[src/pkg/uls_pkg.sv]
// shared constants and types of the uart line status block
`default_nettype none

package uls_pkg;

    // register byte offsets on the apb bus
    localparam logic [7:0] OFF_LSR  = 8'h00;  // line_status, read only
    localparam logic [7:0] OFF_CTRL = 8'h04;  // control, bit 0 queue mode
    localparam logic [7:0] OFF_TXD  = 8'h08;  // write a transmit character
    localparam logic [7:0] OFF_RXD  = 8'h0C;  // read the head receive character
    localparam logic [7:0] OFF_IST  = 8'h10;  // interrupt status, write one to clear
    localparam logic [7:0] OFF_IMSK = 8'h14;  // interrupt mask, same layout

    // line_status bit positions
    localparam int unsigned LSR_FERR = 7;     // error somewhere in the receive queue
    localparam int unsigned LSR_TEMT = 6;     // holding and shift register empty
    localparam int unsigned LSR_THRE = 5;     // holding register or queue empty
    localparam int unsigned LSR_BRK  = 4;     // break at head
    localparam int unsigned LSR_FE   = 3;     // framing error at head
    localparam int unsigned LSR_PE   = 2;     // parity error at head
    localparam int unsigned LSR_OE   = 1;     // overrun
    localparam int unsigned LSR_DR   = 0;     // receive data ready

    // control bit positions
    localparam int unsigned CTRL_FIFO = 0;    // 1 selects queue mode

    // interrupt status and mask bit positions
    localparam int unsigned IRQ_W    = 3;
    localparam int unsigned IRQ_THRE = 0;     // holding register became empty
    localparam int unsigned IRQ_LINE = 1;     // error, break or overrun received
    localparam int unsigned IRQ_RX   = 2;     // a character was received

    // values after reset
    localparam logic             CTRL_RST = 1'b0;
    localparam logic [IRQ_W-1:0] IST_RST  = 3'h0;
    localparam logic [IRQ_W-1:0] IMSK_RST = 3'h0;
    localparam logic             THRE_RST = 1'b1;
    localparam logic             TEMT_RST = 1'b1;

    // one receive queue entry: error tags travel with the character
    typedef struct packed {
        logic       brk;    // break character
        logic       fe;     // framing error
        logic       pe;     // parity error
        logic [7:0] data;   // character
    } uls_rx_entry_t;

endpackage

`default_nettype wire

[src/logic/uls_line_status.sv]
// line status flags, receive and transmit queues and apb registers for one uart channel
`timescale 1ns/1ps
`default_nettype none

////////////////////////////////////////////////////////////////////////////////
// Functional notes
// - queue mode: bit 7 set when tagged character enters queue
// - reading line_status clears bit 7
// - non-queue mode: bit 6 when holding and shifter empty
// - queue mode: bit 6 when queue and shifter empty
// - non-queue: bit 5 sets on transfer, clears on write
// - queue mode: bit 5 set while queue empty
// - bit 5 raises interrupt when enabled
// - bit 4 after line low one frame
// - one break character per break condition
// - bit 3 on missing stop bit
// - bit 3 follows the head character
// - bit 2 parity error of head character
// - bit 0 while any character is held
module uls_line_status #(
    parameter int unsigned DEPTH        = 16,    // queue depth, power of two
    parameter int unsigned FRAME_CYCLES = 1600   // cycles of low line that make one frame
) (
    // clock and reset
    input  wire logic                  pclk,
    input  wire logic                  presetn,
    // apb slave
    input  wire logic                  psel,
    input  wire logic                  penable,
    input  wire logic                  pwrite,
    input  wire logic [7:0]            paddr,
    input  wire logic [31:0]           pwdata,
    output var  logic [31:0]           prdata,
    output var  logic                  pready,
    output var  logic                  pslverr,
    // receiver, same clock
    input  wire logic                  rx_valid,
    input  wire uls_pkg::uls_rx_entry_t rx_entry,
    // serial receive pin
    input  wire logic                  rxd,
    // transmit shifter, same clock
    output var  logic                  tx_valid,
    output var  logic [7:0]            tx_data,
    input  wire logic                  tx_take,
    input  wire logic                  tsr_empty,
    // interrupt
    output var  logic                  irq
);

    localparam int unsigned AW = $clog2(DEPTH);
    localparam int unsigned CW = AW + 1;

    // advance a queue pointer
    function automatic logic [AW-1:0] ptr_inc(input logic [AW-1:0] p);
        return AW'(p + 1'b1);
    endfunction

    // true when a character carries any error tag
    function automatic logic has_tag(input uls_pkg::uls_rx_entry_t e);
        return e.brk | e.fe | e.pe;
    endfunction

    ////////////////////////////////////////////////////////////////////////////
    // apb access decode

    logic        acc;        // access completes at this edge
    logic        wr_acc;     // write completes
    logic        rd_acc;     // read completes
    logic        mapped;     // address decodes
    logic [31:0] rd_val;     // read data for current address
    logic        pready_q, pready_d;
    logic        pslverr_q, pslverr_d;
    logic [31:0] prdata_q, prdata_d;

    assign acc    = psel & penable & pready_q;
    assign wr_acc = acc & pwrite;
    assign rd_acc = acc & ~pwrite;
    assign mapped = (paddr == uls_pkg::OFF_LSR)  || (paddr == uls_pkg::OFF_CTRL)
                 || (paddr == uls_pkg::OFF_TXD)  || (paddr == uls_pkg::OFF_RXD)
                 || (paddr == uls_pkg::OFF_IST)  || (paddr == uls_pkg::OFF_IMSK);

    logic lsr_rd;       // line_status read completes
    logic rxd_rd;       // receive character read completes
    logic txd_wr;       // transmit character write completes
    assign lsr_rd = rd_acc & (paddr == uls_pkg::OFF_LSR);
    assign rxd_rd = rd_acc & (paddr == uls_pkg::OFF_RXD);
    assign txd_wr = wr_acc & (paddr == uls_pkg::OFF_TXD);

    ////////////////////////////////////////////////////////////////////////////
    // control and interrupt registers

    localparam int unsigned IRQ_W = uls_pkg::IRQ_W;
    logic             fifo_q, fifo_d;       // queue mode
    logic [IRQ_W-1:0] ist_q, ist_d;         // sticky events
    logic [IRQ_W-1:0] imsk_q, imsk_d;       // event enables
    logic             irq_q, irq_d;
    logic [IRQ_W-1:0] ev;                   // events this cycle
    logic             mode_chg;             // queue mode toggles, both queues flush

    assign mode_chg = wr_acc & (paddr == uls_pkg::OFF_CTRL)
                    & (pwdata[uls_pkg::CTRL_FIFO] != fifo_q);

    // next control, status and mask; a new event wins over its clear
    always_comb begin
        fifo_d = fifo_q;
        imsk_d = imsk_q;
        ist_d  = ist_q | ev;
        if (wr_acc && paddr == uls_pkg::OFF_CTRL) begin
            fifo_d = pwdata[uls_pkg::CTRL_FIFO];
        end
        if (wr_acc && paddr == uls_pkg::OFF_IMSK) begin
            imsk_d = pwdata[IRQ_W-1:0];
        end
        if (wr_acc && paddr == uls_pkg::OFF_IST) begin
            ist_d = (ist_q & ~pwdata[IRQ_W-1:0]) | ev;
        end
        irq_d = |(ist_d & imsk_d);
    end

    ////////////////////////////////////////////////////////////////////////////
    // break detection on the synchronised receive line

    logic        rxd_s1_q, rxd_s2_q;     // two-stage synchroniser
    logic [31:0] brk_cnt_q, brk_cnt_d;   // low cycles so far
    logic        brk_done_q, brk_done_d; // break already queued for this low period
    logic        brk_push;               // queue one break character now

    // count low time, fire once, rearm when the line returns high
    always_comb begin
        brk_cnt_d  = brk_cnt_q;
        brk_done_d = brk_done_q;
        brk_push   = 1'b0;
        if (rxd_s2_q) begin
            brk_cnt_d  = 32'h0;
            brk_done_d = 1'b0;
        end else if (!brk_done_q) begin
            if (brk_cnt_q == 32'(FRAME_CYCLES - 1)) begin
                brk_push   = 1'b1;
                brk_done_d = 1'b1;
            end else begin
                brk_cnt_d = brk_cnt_q + 32'h1;
            end
        end
    end

    ////////////////////////////////////////////////////////////////////////////
    // receive queue with tags; depth one outside queue mode

    uls_pkg::uls_rx_entry_t rmem [DEPTH];  // characters and tags
    uls_pkg::uls_rx_entry_t push_ent;      // entry offered now
    uls_pkg::uls_rx_entry_t head;          // entry at the head
    logic [AW-1:0] rrd_q, rrd_d, rwr_q, rwr_d;
    logic [CW-1:0] rcnt_q, rcnt_d;         // characters held
    logic [CW-1:0] ecnt_q, ecnt_d;         // tagged characters held
    logic [CW-1:0] cap;                    // capacity in this mode
    logic          push_req, push_ok, pop;
    logic          oe_q, oe_d;             // overrun
    logic          ferr_q, ferr_d;         // error summary

    assign cap      = fifo_q ? CW'(DEPTH) : CW'(1);
    assign push_ent = brk_push ? uls_pkg::uls_rx_entry_t'{brk: 1'b1, fe: 1'b0, pe: 1'b0,
                                                          data: 8'h00} : rx_entry;
    assign push_req = brk_push | rx_valid;
    assign push_ok  = push_req & (rcnt_q < cap);
    assign pop      = rxd_rd & (rcnt_q != '0);
    assign head     = rmem[rrd_q];

    // pointers, counts, overrun and error summary
    always_comb begin
        rrd_d  = pop     ? ptr_inc(rrd_q) : rrd_q;
        rwr_d  = push_ok ? ptr_inc(rwr_q) : rwr_q;
        rcnt_d = CW'(rcnt_q + CW'(push_ok) - CW'(pop));
        ecnt_d = CW'(ecnt_q + CW'(push_ok && has_tag(push_ent))
                            - CW'(pop && has_tag(head)));
        oe_d   = (oe_q & ~lsr_rd) | (push_req & ~push_ok);
        // cleared by the read, kept while tagged characters remain, set wins
        ferr_d = (ferr_q & ~lsr_rd & (ecnt_d != '0))
               | (fifo_q & push_ok & has_tag(push_ent));
        if (mode_chg) begin
            rrd_d  = '0;
            rwr_d  = '0;
            rcnt_d = '0;
            ecnt_d = '0;
            ferr_d = 1'b0;
        end
    end

    // storage needs no reset; only written slots are ever read
    always_ff @(posedge pclk) begin
        if (push_ok) begin
            rmem[rwr_q] <= push_ent;
        end
    end

    ////////////////////////////////////////////////////////////////////////////
    // transmit queue; depth one is the holding register

    logic [7:0]    tmem [DEPTH];    // transmit characters
    logic [AW-1:0] trd_q, trd_d, twr_q, twr_d;
    logic [CW-1:0] tcnt_q, tcnt_d;
    logic          tpush, tpop;
    logic          txv_q, txv_d;    // character offered to shifter
    logic [7:0]    txd_q, txd_d;    // offered character
    logic          thre_q, thre_d;  // holding empty
    logic          temt_q, temt_d;  // holding and shifter empty

    assign tpush = txd_wr & (tcnt_q < cap);
    assign tpop  = tx_take & txv_q;

    // pointers, count, offered head and the two empty flags
    always_comb begin
        trd_d  = tpop  ? ptr_inc(trd_q) : trd_q;
        twr_d  = tpush ? ptr_inc(twr_q) : twr_q;
        tcnt_d = CW'(tcnt_q + CW'(tpush) - CW'(tpop));
        if (mode_chg) begin
            trd_d  = '0;
            twr_d  = '0;
            tcnt_d = '0;
        end
        txv_d  = (tcnt_d != '0);
        // a character written now may already be the new head
        txd_d  = (tpush && twr_q == trd_d) ? pwdata[7:0] : tmem[trd_d];
        thre_d = (tcnt_d == '0);
        temt_d = (tcnt_d == '0) & tsr_empty;
    end

    // transmit storage
    always_ff @(posedge pclk) begin
        if (tpush) begin
            tmem[twr_q] <= pwdata[7:0];
        end
    end

    // events for the interrupt status
    assign ev[uls_pkg::IRQ_THRE] = thre_d & ~thre_q;
    assign ev[uls_pkg::IRQ_LINE] = (push_ok & has_tag(push_ent)) | (push_req & ~push_ok);
    assign ev[uls_pkg::IRQ_RX]   = push_ok;

    ////////////////////////////////////////////////////////////////////////////
    // line_status view and apb answer

    logic [7:0] lsr_v;
    logic       held;     // receive character present
    assign held = (rcnt_q != '0);

    // head tags show only while a character is held
    always_comb begin
        lsr_v                   = 8'h00;
        lsr_v[uls_pkg::LSR_FERR] = ferr_q;
        lsr_v[uls_pkg::LSR_TEMT] = temt_q;
        lsr_v[uls_pkg::LSR_THRE] = thre_q;
        lsr_v[uls_pkg::LSR_BRK]  = held & head.brk;
        lsr_v[uls_pkg::LSR_FE]   = held & head.fe;
        lsr_v[uls_pkg::LSR_PE]   = held & head.pe;
        lsr_v[uls_pkg::LSR_OE]   = oe_q;
        lsr_v[uls_pkg::LSR_DR]   = held;
    end

    // read mux; unmapped reads give zero
    always_comb begin
        unique case (paddr)
            uls_pkg::OFF_LSR:  rd_val = {24'h0, lsr_v};
            uls_pkg::OFF_CTRL: rd_val = {31'h0, fifo_q};
            uls_pkg::OFF_RXD:  rd_val = {24'h0, held ? head.data : 8'h00};
            uls_pkg::OFF_IST:  rd_val = {29'h0, ist_q};
            uls_pkg::OFF_IMSK: rd_val = {29'h0, imsk_q};
            default:           rd_val = 32'h0;
        endcase
    end

    // one wait state: ready rises in the second access cycle
    always_comb begin
        pready_d  = psel & penable & ~pready_q;
        pslverr_d = pready_d & ~mapped;
        prdata_d  = (pready_d && !pwrite) ? rd_val : 32'h0;
    end

    ////////////////////////////////////////////////////////////////////////////
    // state registers

    always_ff @(posedge pclk or negedge presetn) begin
        if (!presetn) begin
            rxd_s1_q   <= 1'b1;
            rxd_s2_q   <= 1'b1;
            brk_cnt_q  <= 32'h0;
            brk_done_q <= 1'b0;
            fifo_q     <= uls_pkg::CTRL_RST;
            ist_q      <= uls_pkg::IST_RST;
            imsk_q     <= uls_pkg::IMSK_RST;
            irq_q      <= 1'b0;
            rrd_q      <= '0;
            rwr_q      <= '0;
            rcnt_q     <= '0;
            ecnt_q     <= '0;
            oe_q       <= 1'b0;
            ferr_q     <= 1'b0;
            trd_q      <= '0;
            twr_q      <= '0;
            tcnt_q     <= '0;
            txv_q      <= 1'b0;
            txd_q      <= 8'h00;
            thre_q     <= uls_pkg::THRE_RST;
            temt_q     <= uls_pkg::TEMT_RST;
            pready_q   <= 1'b0;
            pslverr_q  <= 1'b0;
            prdata_q   <= 32'h0;
        end else begin
            rxd_s1_q   <= rxd;
            rxd_s2_q   <= rxd_s1_q;
            brk_cnt_q  <= brk_cnt_d;
            brk_done_q <= brk_done_d;
            fifo_q     <= fifo_d;
            ist_q      <= ist_d;
            imsk_q     <= imsk_d;
            irq_q      <= irq_d;
            rrd_q      <= rrd_d;
            rwr_q      <= rwr_d;
            rcnt_q     <= rcnt_d;
            ecnt_q     <= ecnt_d;
            oe_q       <= oe_d;
            ferr_q     <= ferr_d;
            trd_q      <= trd_d;
            twr_q      <= twr_d;
            tcnt_q     <= tcnt_d;
            txv_q      <= txv_d;
            txd_q      <= txd_d;
            thre_q     <= thre_d;
            temt_q     <= temt_d;
            pready_q   <= pready_d;
            pslverr_q  <= pslverr_d;
            prdata_q   <= prdata_d;
        end
    end

    // outputs straight from flops
    assign prdata   = prdata_q;
    assign pready   = pready_q;
    assign pslverr  = pslverr_q;
    assign tx_valid = txv_q;
    assign tx_data  = txd_q;
    assign irq      = irq_q;
endmodule // uls_line_status

`default_nettype wire

[config.mk]
export PLATFORM = sky130hd
export DESIGN_NAME = uls_line_status
export DESIGN_NICKNAME = d
export VERILOG_FILES = /design/src/pkg/uls_pkg.sv /design/src/logic/uls_line_status.sv
export SDC_FILE = /design/constraint.sdc
export NUM_CORES = 1
export LEC_CHECK = 0
export BUFFER_PORTS_ARGS = -buffer_cell sky130_fd_sc_hd__buf_2
export CAP_MARGIN = 20
export CORE_AREA = 2 2 269 271
export CTS_BUF_LIST = sky130_fd_sc_hd__clkbuf_16
export CTS_CLUSTER_DIAMETER = 150
export DETAILED_ROUTE_END_ITERATION = 6
export DIE_AREA = 0 0 271 273
export HOLD_SLACK_MARGIN = 0.12
export SYNTH_ARGS = -nofsm -noshare
export SYNTH_HDL_FRONTEND = slang
export SYNTH_SLANG_ARGS = --single-unit
export TNS_END_PERCENT = 10
[constraint.sdc]
create_clock -name pclk -period 5.8 [get_ports pclk]
set_clock_uncertainty 0.1 [all_clocks]
set_input_delay 1.74 -clock pclk [delete_from_list [all_inputs] [get_ports pclk]]
set_output_delay 1.74 -clock pclk [all_outputs]
set_load 0.05 [all_outputs]
# Yosys cells after proc, flatten, opt, wreduce, memory -nomap -nowiden
# Memories as Yosys holds them, arrays and structs flattened. A register that Yosys moved wholly into a read port is not among the register bits.
# Index checks and enable logic that the tools add are counted.
# classes
add_sub_neg,11
multipliers,0
div_mod_pow,0
magnitude_cmp,2
eq_ne,9
shifts,0
muxes,31
n_bitwise,46
reduce_logical,23
# ops
cell,n
$mux 32,4
$pmux 8 s5,1
$add 32x1->32 const B,1
$eq 32x11->1 const B,1
$mux 4,8
$and 1x1->1,27
$mux 5,4
$add 4x1->4 const B,4
$eq 8x4->1 const B,2
$eq 8x5->1 const B,2
$add 5x1->5,3
$reduce_bool 5->1,3
$sub 5x1->5,3
$mux 11,1
$lt 5x5->1,2
$mux 1,10
$eq 8x3->1 const B,1
$logic_not 8->1,1
$mux 8,1
$or 1x1->1,8
$and 3x3->3,2
$logic_and 1x1->1,6
$mux 3,2
$not 1->1,6
other kinds (10),19
# word_totals
ff_bits,113
latchBits,0
mem_bits_rw,304
rom_bits,0
wordCells,147
n_memories,2
# mem_list
name,words,width,rd,rd_clocked_by_memory_dff,wr,line,source
rmem,16,11,1,0,1,uls_line_status.sv:149,uls_pkg::uls_rx_entry_t rmem [DEPTH];
tmem,16,8,1,1,1,uls_line_status.sv:198,logic [7:0] tmem [DEPTH];

# Logic depth before layout (Yosys ltp)
# depth
depth_word,14
depth_mapped,19

# Worst setup path after synthesis
# No wires, ideal clock.
# synth_path
path_type,input -> register
startpoint,input paddr[1]
endpoint,register irq_q (netlist: irq)
setup_ns,0.126
arrival_ns,5.065
required_ns,5.574
path_slack_ns,0.509
stages,16
path_cell_list,or4_4 -> nor4b_2 -> and3_1 -> buf_6 -> inv_1 -> ha_1 -> inv_1 -> ha_1 -> fa_1 -> nor2b_1 -> o21ai_0 -> a21oi_1 -> or3b_1 -> nand3_1 -> o21ai_0 -> a221o_1
# synth_between
elab_chain_len,12
# synth_rtl
element,line,source
"start, declared",uls_line_status.sv:31,"input wire logic [7:0] paddr,"
$eq 8x4->1,uls_line_status.sv:87,assign txd_wr = wr_acc & (paddr == uls_pkg::OFF_TXD);
$and 1x1->1,uls_line_status.sv:87,
$and 1x1->1,uls_line_status.sv:207,assign tpush = txd_wr & (tcnt_q < cap);
$add 5x1->5,uls_line_status.sv:214,tcnt_d = CW'(tcnt_q + CW'(tpush) - CW'(tpop));
$sub 5x1->5,uls_line_status.sv:214,
$mux 5,uls_line_status.sv:215,if (mode_chg) begin
$logic_not 5->1,uls_line_status.sv:223,thre_d = (tcnt_d == '0);
$and 1x1->1,uls_line_status.sv:235,assign ev[uls_pkg::IRQ_THRE] = thre_d & ~thre_q;
"$or 3x3->3, on equally long branches","uls_line_status.sv:107, uls_line_status.sv:115",
$mux 3 *,uls_line_status.sv:114,if (wr_acc && paddr == uls_pkg::OFF_IST) begin
net ist_d[0],uls_line_status.sv:94,"logic [IRQ_W-1:0] ist_q, ist_d;"
$and 3x3->3 *,uls_line_status.sv:117,irq_d = |(ist_d & imsk_d);
$reduce_or 3->1 *,uls_line_status.sv:117,
net irq_d,uls_line_status.sv:96,"logic irq_q, irq_d;"
"end signal, assigned",uls_line_status.sv:315,irq_q <= irq_d;
"end, declared",uls_line_status.sv:96,
# The timed path passes the listed nets; every way through them passes the cells marked *.
# A chain may end at the register's enable or synchronous reset.

# Final worst setup path
# Same ends and word-level chain as after synthesis.

==> metrics list <==
* Overall overflow remaining after global route: 0
- CP Data Arrival Time: 5520 ps
* Relative slew slack: 0.337
- For this run, global-route usage on met3 was measured as 0.0266.
- Run status: finished clean
- At the end of the flow the core is filled with cells to 0.287.
- Core box area: 71000 sq um
- In the final timing run, aggregate negative setup slack is 0 ps.
- The floorplan has 98 rows.
* Fraction of synthesis flops using an asynchronous set or reset pin: 0.242
* Fraction of synthesized cell area in xor and xnor cells: 0.0254
- Share of the yosys chip area belonging to registers: 0.657
* Count of clock tree sinks: 401
* Wire length per cell: 19.0 um
- During synthesis, Yosys emitted a total of 0 warnings.
* Type of destination of the critical path: flop
- The cell area that synthesis handed to floorplanning was 17600 sq um.
* Unrepaired setup endpoints after global routing: no
- Total setup violations reported at the end of the flow: 0
* NumNets Final: 1356
- CTS max path bufs: 3
- For this block, the routed nets add up to 42600 um of wire.
- For this run, the top clock speed supported by timing is 0.193 GHz.
- Buffers inserted during clock tree synthesis total 44.
- At the worst endpoint, the required time is 6150 ps.
- Slew at the pin closest to its max-slew limit: 992 ps
* Mapped Avg Cell Area: 14.8 sq um
* Type of element launching the critical path: input port
* DIE AREA: 74000 sq um
* Antenna-violating nets left: 0
- Among all flip-flop cells after synthesis, the most frequent one is sky130_fd_sc_hd__edfxtp_1.
- Top-area cell type share of the netlist area: 0.519
* Number of hold buffers added after cts: 0
* First-pass GRT wire length: 64800 um
* GR Layer Usage met1: 0.158
* Cell accounting for the most synthesized area: sky130_fd_sc_hd__edfxtp_1
* Peak fanout along the critical path: 4
* Max IR drop VDD: 271 uV
- 104 I/O pins were placed.
* DRT iter0 DRCs: 1043
* Tcrit/Tclk final: 0.891
- The pre-antenna-repair detailed-routing pass consisted of 5 iterations.
- At the end of routability-driven placement, the weighted congestion stood at 0.815.
- Worst setup path category: in -> reg
* Share of cells above drive strength 1: 0.185
- Via density: 4.59
- The portion of synthesized area spent on multiplexers is 0.0936.
- Quantity of gates resized following cts: 0
- Including well taps, the total number of placed cells is 2163.
- The max-slew violation count was 0.
- Initial Util: 0.248
- Yosys mapped a number of flops with a built-in enable equal to 304.
* Vias after detailed routing: 10300
- GRT busiest layer: met2
* Top cells by area in the synthesized netlist: sky130_fd_sc_hd__edfxtp_1 52%, sky130_fd_sc_hd__dfrtp_1 13%, sky130_fd_sc_hd__mux4_2 7.4%, sky130_fd_sc_hd__ha_1 2.3%, sky130_fd_sc_hd__nor2_1 1.9%
- From left edge to right edge, the die measures 271 um.
* Clock root cell: sky130_fd_sc_hd__clkbuf_16
- Synthesis produced a netlist whose cell count is 1190.
- Detailed placement finished with a half-perimeter wire length of 27200 um.
* Final antenna diode count: 0
- Number of levels the H-tree was split into: 2
- Summing internal, switching and leakage power gives 8.72 mW.
* Share of synthesized cell area in full adder, half adder and majority cells: 0.0269
* Total power density per cell area: 428 nW/um^2
- Total routing usage reported by global routing: 0.115
* Clock-pin slew on the worst setup and hold paths: 60 ps
- Of the total synthesized cell area, the portion taken by AND, OR, NAND and NOR gates is 0.0970.
- Entering global routing, the biggest net connects 59 pins.
- In this run the tool buffered the top-level ports with 55 buffer cells.
- Number of endpoints with negative hold slack in the final report: 0
- Synth unique cells: 95
* Layout Cells excl Fill: 2244
* Die Y: 273 um
- Initial antenna violation count: 2
- The worst path meets setup with 632 ps of slack.
- Post-layout minimum cycle time: 5170 ps
- The analysis attributes to cell leakage a power of 7.15 nW.
* Worst slack at placement: 81.6 ps
* Number of global-route vias before repair: 10300
- Max-cap viol count: 0
* Compound-gate portion of the synthesized area: 0.0657
- The path class of the tightest hold or removal check is reg -> reg.
- For this run, global-route usage on met2 was measured as 0.181.
- In this run, synthesis produced a sequential element count of 401.
- By area, the combinational part of the netlist is dominated by simple AND/OR/NAND/NOR gates.
- After clock tree synthesis, the setup repair step added 0 buffers.
* Clock insertion delay at the later pin of the skew report: 570 ps
* Drc violations: 0
- Layout area overhead: 15.7%
- TritonCTS built the clock tree.
-- critical path: stages --
cell	delay, ps
sky130_fd_sc_hd__buf_2	110
sky130_fd_sc_hd__or4_4	570
sky130_fd_sc_hd__nor4b_2	360
sky130_fd_sc_hd__and3_1	250
sky130_fd_sc_hd__inv_1	50
sky130_fd_sc_hd__ha_1	270
sky130_fd_sc_hd__inv_1	40
sky130_fd_sc_hd__ha_1	200
sky130_fd_sc_hd__fa_1	400
sky130_fd_sc_hd__nor2b_1	140
sky130_fd_sc_hd__o21ai_0	240
sky130_fd_sc_hd__a21oi_1	110
sky130_fd_sc_hd__or3b_1	370
sky130_fd_sc_hd__nand3_1	170
sky130_fd_sc_hd__o21ai_0	130
sky130_fd_sc_hd__a221o_1	370
-- area by class of cell --
type                    instances  area, sq um
clock buffers                  44         1100
inverters                      35          131
clock inverters                36          412
repair buffers                 76          443
flip-flops and latches        401        11600
well taps                     950         1190
multi-input cells             702         5520
fillers                      7053        50600
-- final timing paths --
kind	start	to	slack (ps)	cells past startpoint
worst max-delay path	paddr[1]	irq$_DFF_PN0_	630	16
worst min-delay path	rxd_s1_q$_DFF_PN1_	rxd_s2_q$_DFF_PN1_	260	0
worst max register to register	rxd_s2_q$_DFF_PN1_	ferr_q$_DFF_PN0_	1510	15
worst min register to register	rxd_s1_q$_DFF_PN1_	rxd_s2_q$_DFF_PN1_	260	0
max in group asynchronous	presetn	rxd_s2_q$_DFF_PN1_	3320	2
min in group asynchronous	presetn	pslverr$_DFF_PN0_	1180	1
-- placed cells by master (no fill, tap or decap), types with 24 or more instances in the layout --
cell and n:
sky130_fd_sc_hd__edfxtp_1 304, sky130_fd_sc_hd__dfrtp_1 91, sky130_fd_sc_hd__nor2_1 90, sky130_fd_sc_hd__nand2_1 72
sky130_fd_sc_hd__mux4_2 58, sky130_fd_sc_hd__buf_2 54, sky130_fd_sc_hd__a21oi_1 47, sky130_fd_sc_hd__clkbuf_16 44
sky130_fd_sc_hd__inv_1 41, sky130_fd_sc_hd__o21ai_0 34, sky130_fd_sc_hd__ha_1 33, sky130_fd_sc_hd__xor2_1 32
sky130_fd_sc_hd__and2_1 24, sky130_fd_sc_hd__conb_1 24
-- layer usage --
| metal | vias to the layer above | share of wire |
|---|---|---|
| met5 | - | 0.00031 |
| met4 | 2 | 0.024 |
| met2 | 387 | 0.46 |
| met3 | 73 | 0.071 |
| li1 | 4622 | - |
| met1 | 5206 | 0.44 |
-- metrics by stage --
step / instance area (sq um) / hold WS (ps)
after floorplan: 17700 / 245
after global placement: 18800 / 246
after detailed placement: 18800 / 249
after CTS: 20300 / 258
after global routing: 20400 / 263
final: 20400 / 256
-- cell families (layout without fill, tap and decap cells) --
kind of cell,after synthesis,after routing
compound gates,172,172
xor+xnor,51,51
fa+ha+maj,36,36
simple gates,329,329
buf+inv,110,191
mux,90,90
flops,401,401
other cells,1,24
-- state kept, by name, indices dropped and copies added (netlist names), 3 cells and up --
register   cells
brk_cnt_q     32
ecnt_q         5
imsk_q         3
ist_q          3
prdata         8
rcnt_q         5
rmem         176
rrd_q          4
rwr_q          4
tcnt_q         5
tmem         128
trd_q          4
twr_q          4
tx_data        8
-- power by group --
| group | leakage [nW] | switching (mW) | internal [mW] | total, mW |
|---|---|---|---|---|
| combinational | 2.42 | 1.46 | 0.843 | 2.31 |
| sequential | 3.97 | 0.156 | 3.33 | 3.49 |
| clock | 0.761 | 1.15 | 1.78 | 2.93 |
-- cells in the mapped netlist, types with 4 or more instances --
library cell               count
sky130_fd_sc_hd__dfstp_2       4
sky130_fd_sc_hd__buf_2        15
sky130_fd_sc_hd__mux4_2       58
sky130_fd_sc_hd__a211oi_1      6
sky130_fd_sc_hd__or3_1         8
sky130_fd_sc_hd__nor2_1       91
sky130_fd_sc_hd__nand4_1      19
sky130_fd_sc_hd__and2_1       24
sky130_fd_sc_hd__mux2_2        9
sky130_fd_sc_hd__inv_1        33
sky130_fd_sc_hd__dfrtp_1      93
sky130_fd_sc_hd__nor2b_1      13
sky130_fd_sc_hd__mux2i_1      21
sky130_fd_sc_hd__buf_4        28
sky130_fd_sc_hd__clkbuf_1     23
sky130_fd_sc_hd__a21o_1        6
sky130_fd_sc_hd__a22oi_1      10
sky130_fd_sc_hd__a221oi_1      5
sky130_fd_sc_hd__nor3_1       19
sky130_fd_sc_hd__xor2_1       32
sky130_fd_sc_hd__o211ai_1      5
sky130_fd_sc_hd__o21ai_0      34
sky130_fd_sc_hd__ha_1         33
sky130_fd_sc_hd__a32oi_1       6
sky130_fd_sc_hd__and4_1        8
sky130_fd_sc_hd__and3_1       14
sky130_fd_sc_hd__a31oi_1       9
sky130_fd_sc_hd__nand2b_1      5
sky130_fd_sc_hd__xnor2_1      19
sky130_fd_sc_hd__a21oi_1      47
sky130_fd_sc_hd__edfxtp_1    304
sky130_fd_sc_hd__buf_6         5
sky130_fd_sc_hd__nand3_1      22
sky130_fd_sc_hd__nor4_1        9
sky130_fd_sc_hd__nand2_1      72
(Power assumes the default switching activity.)
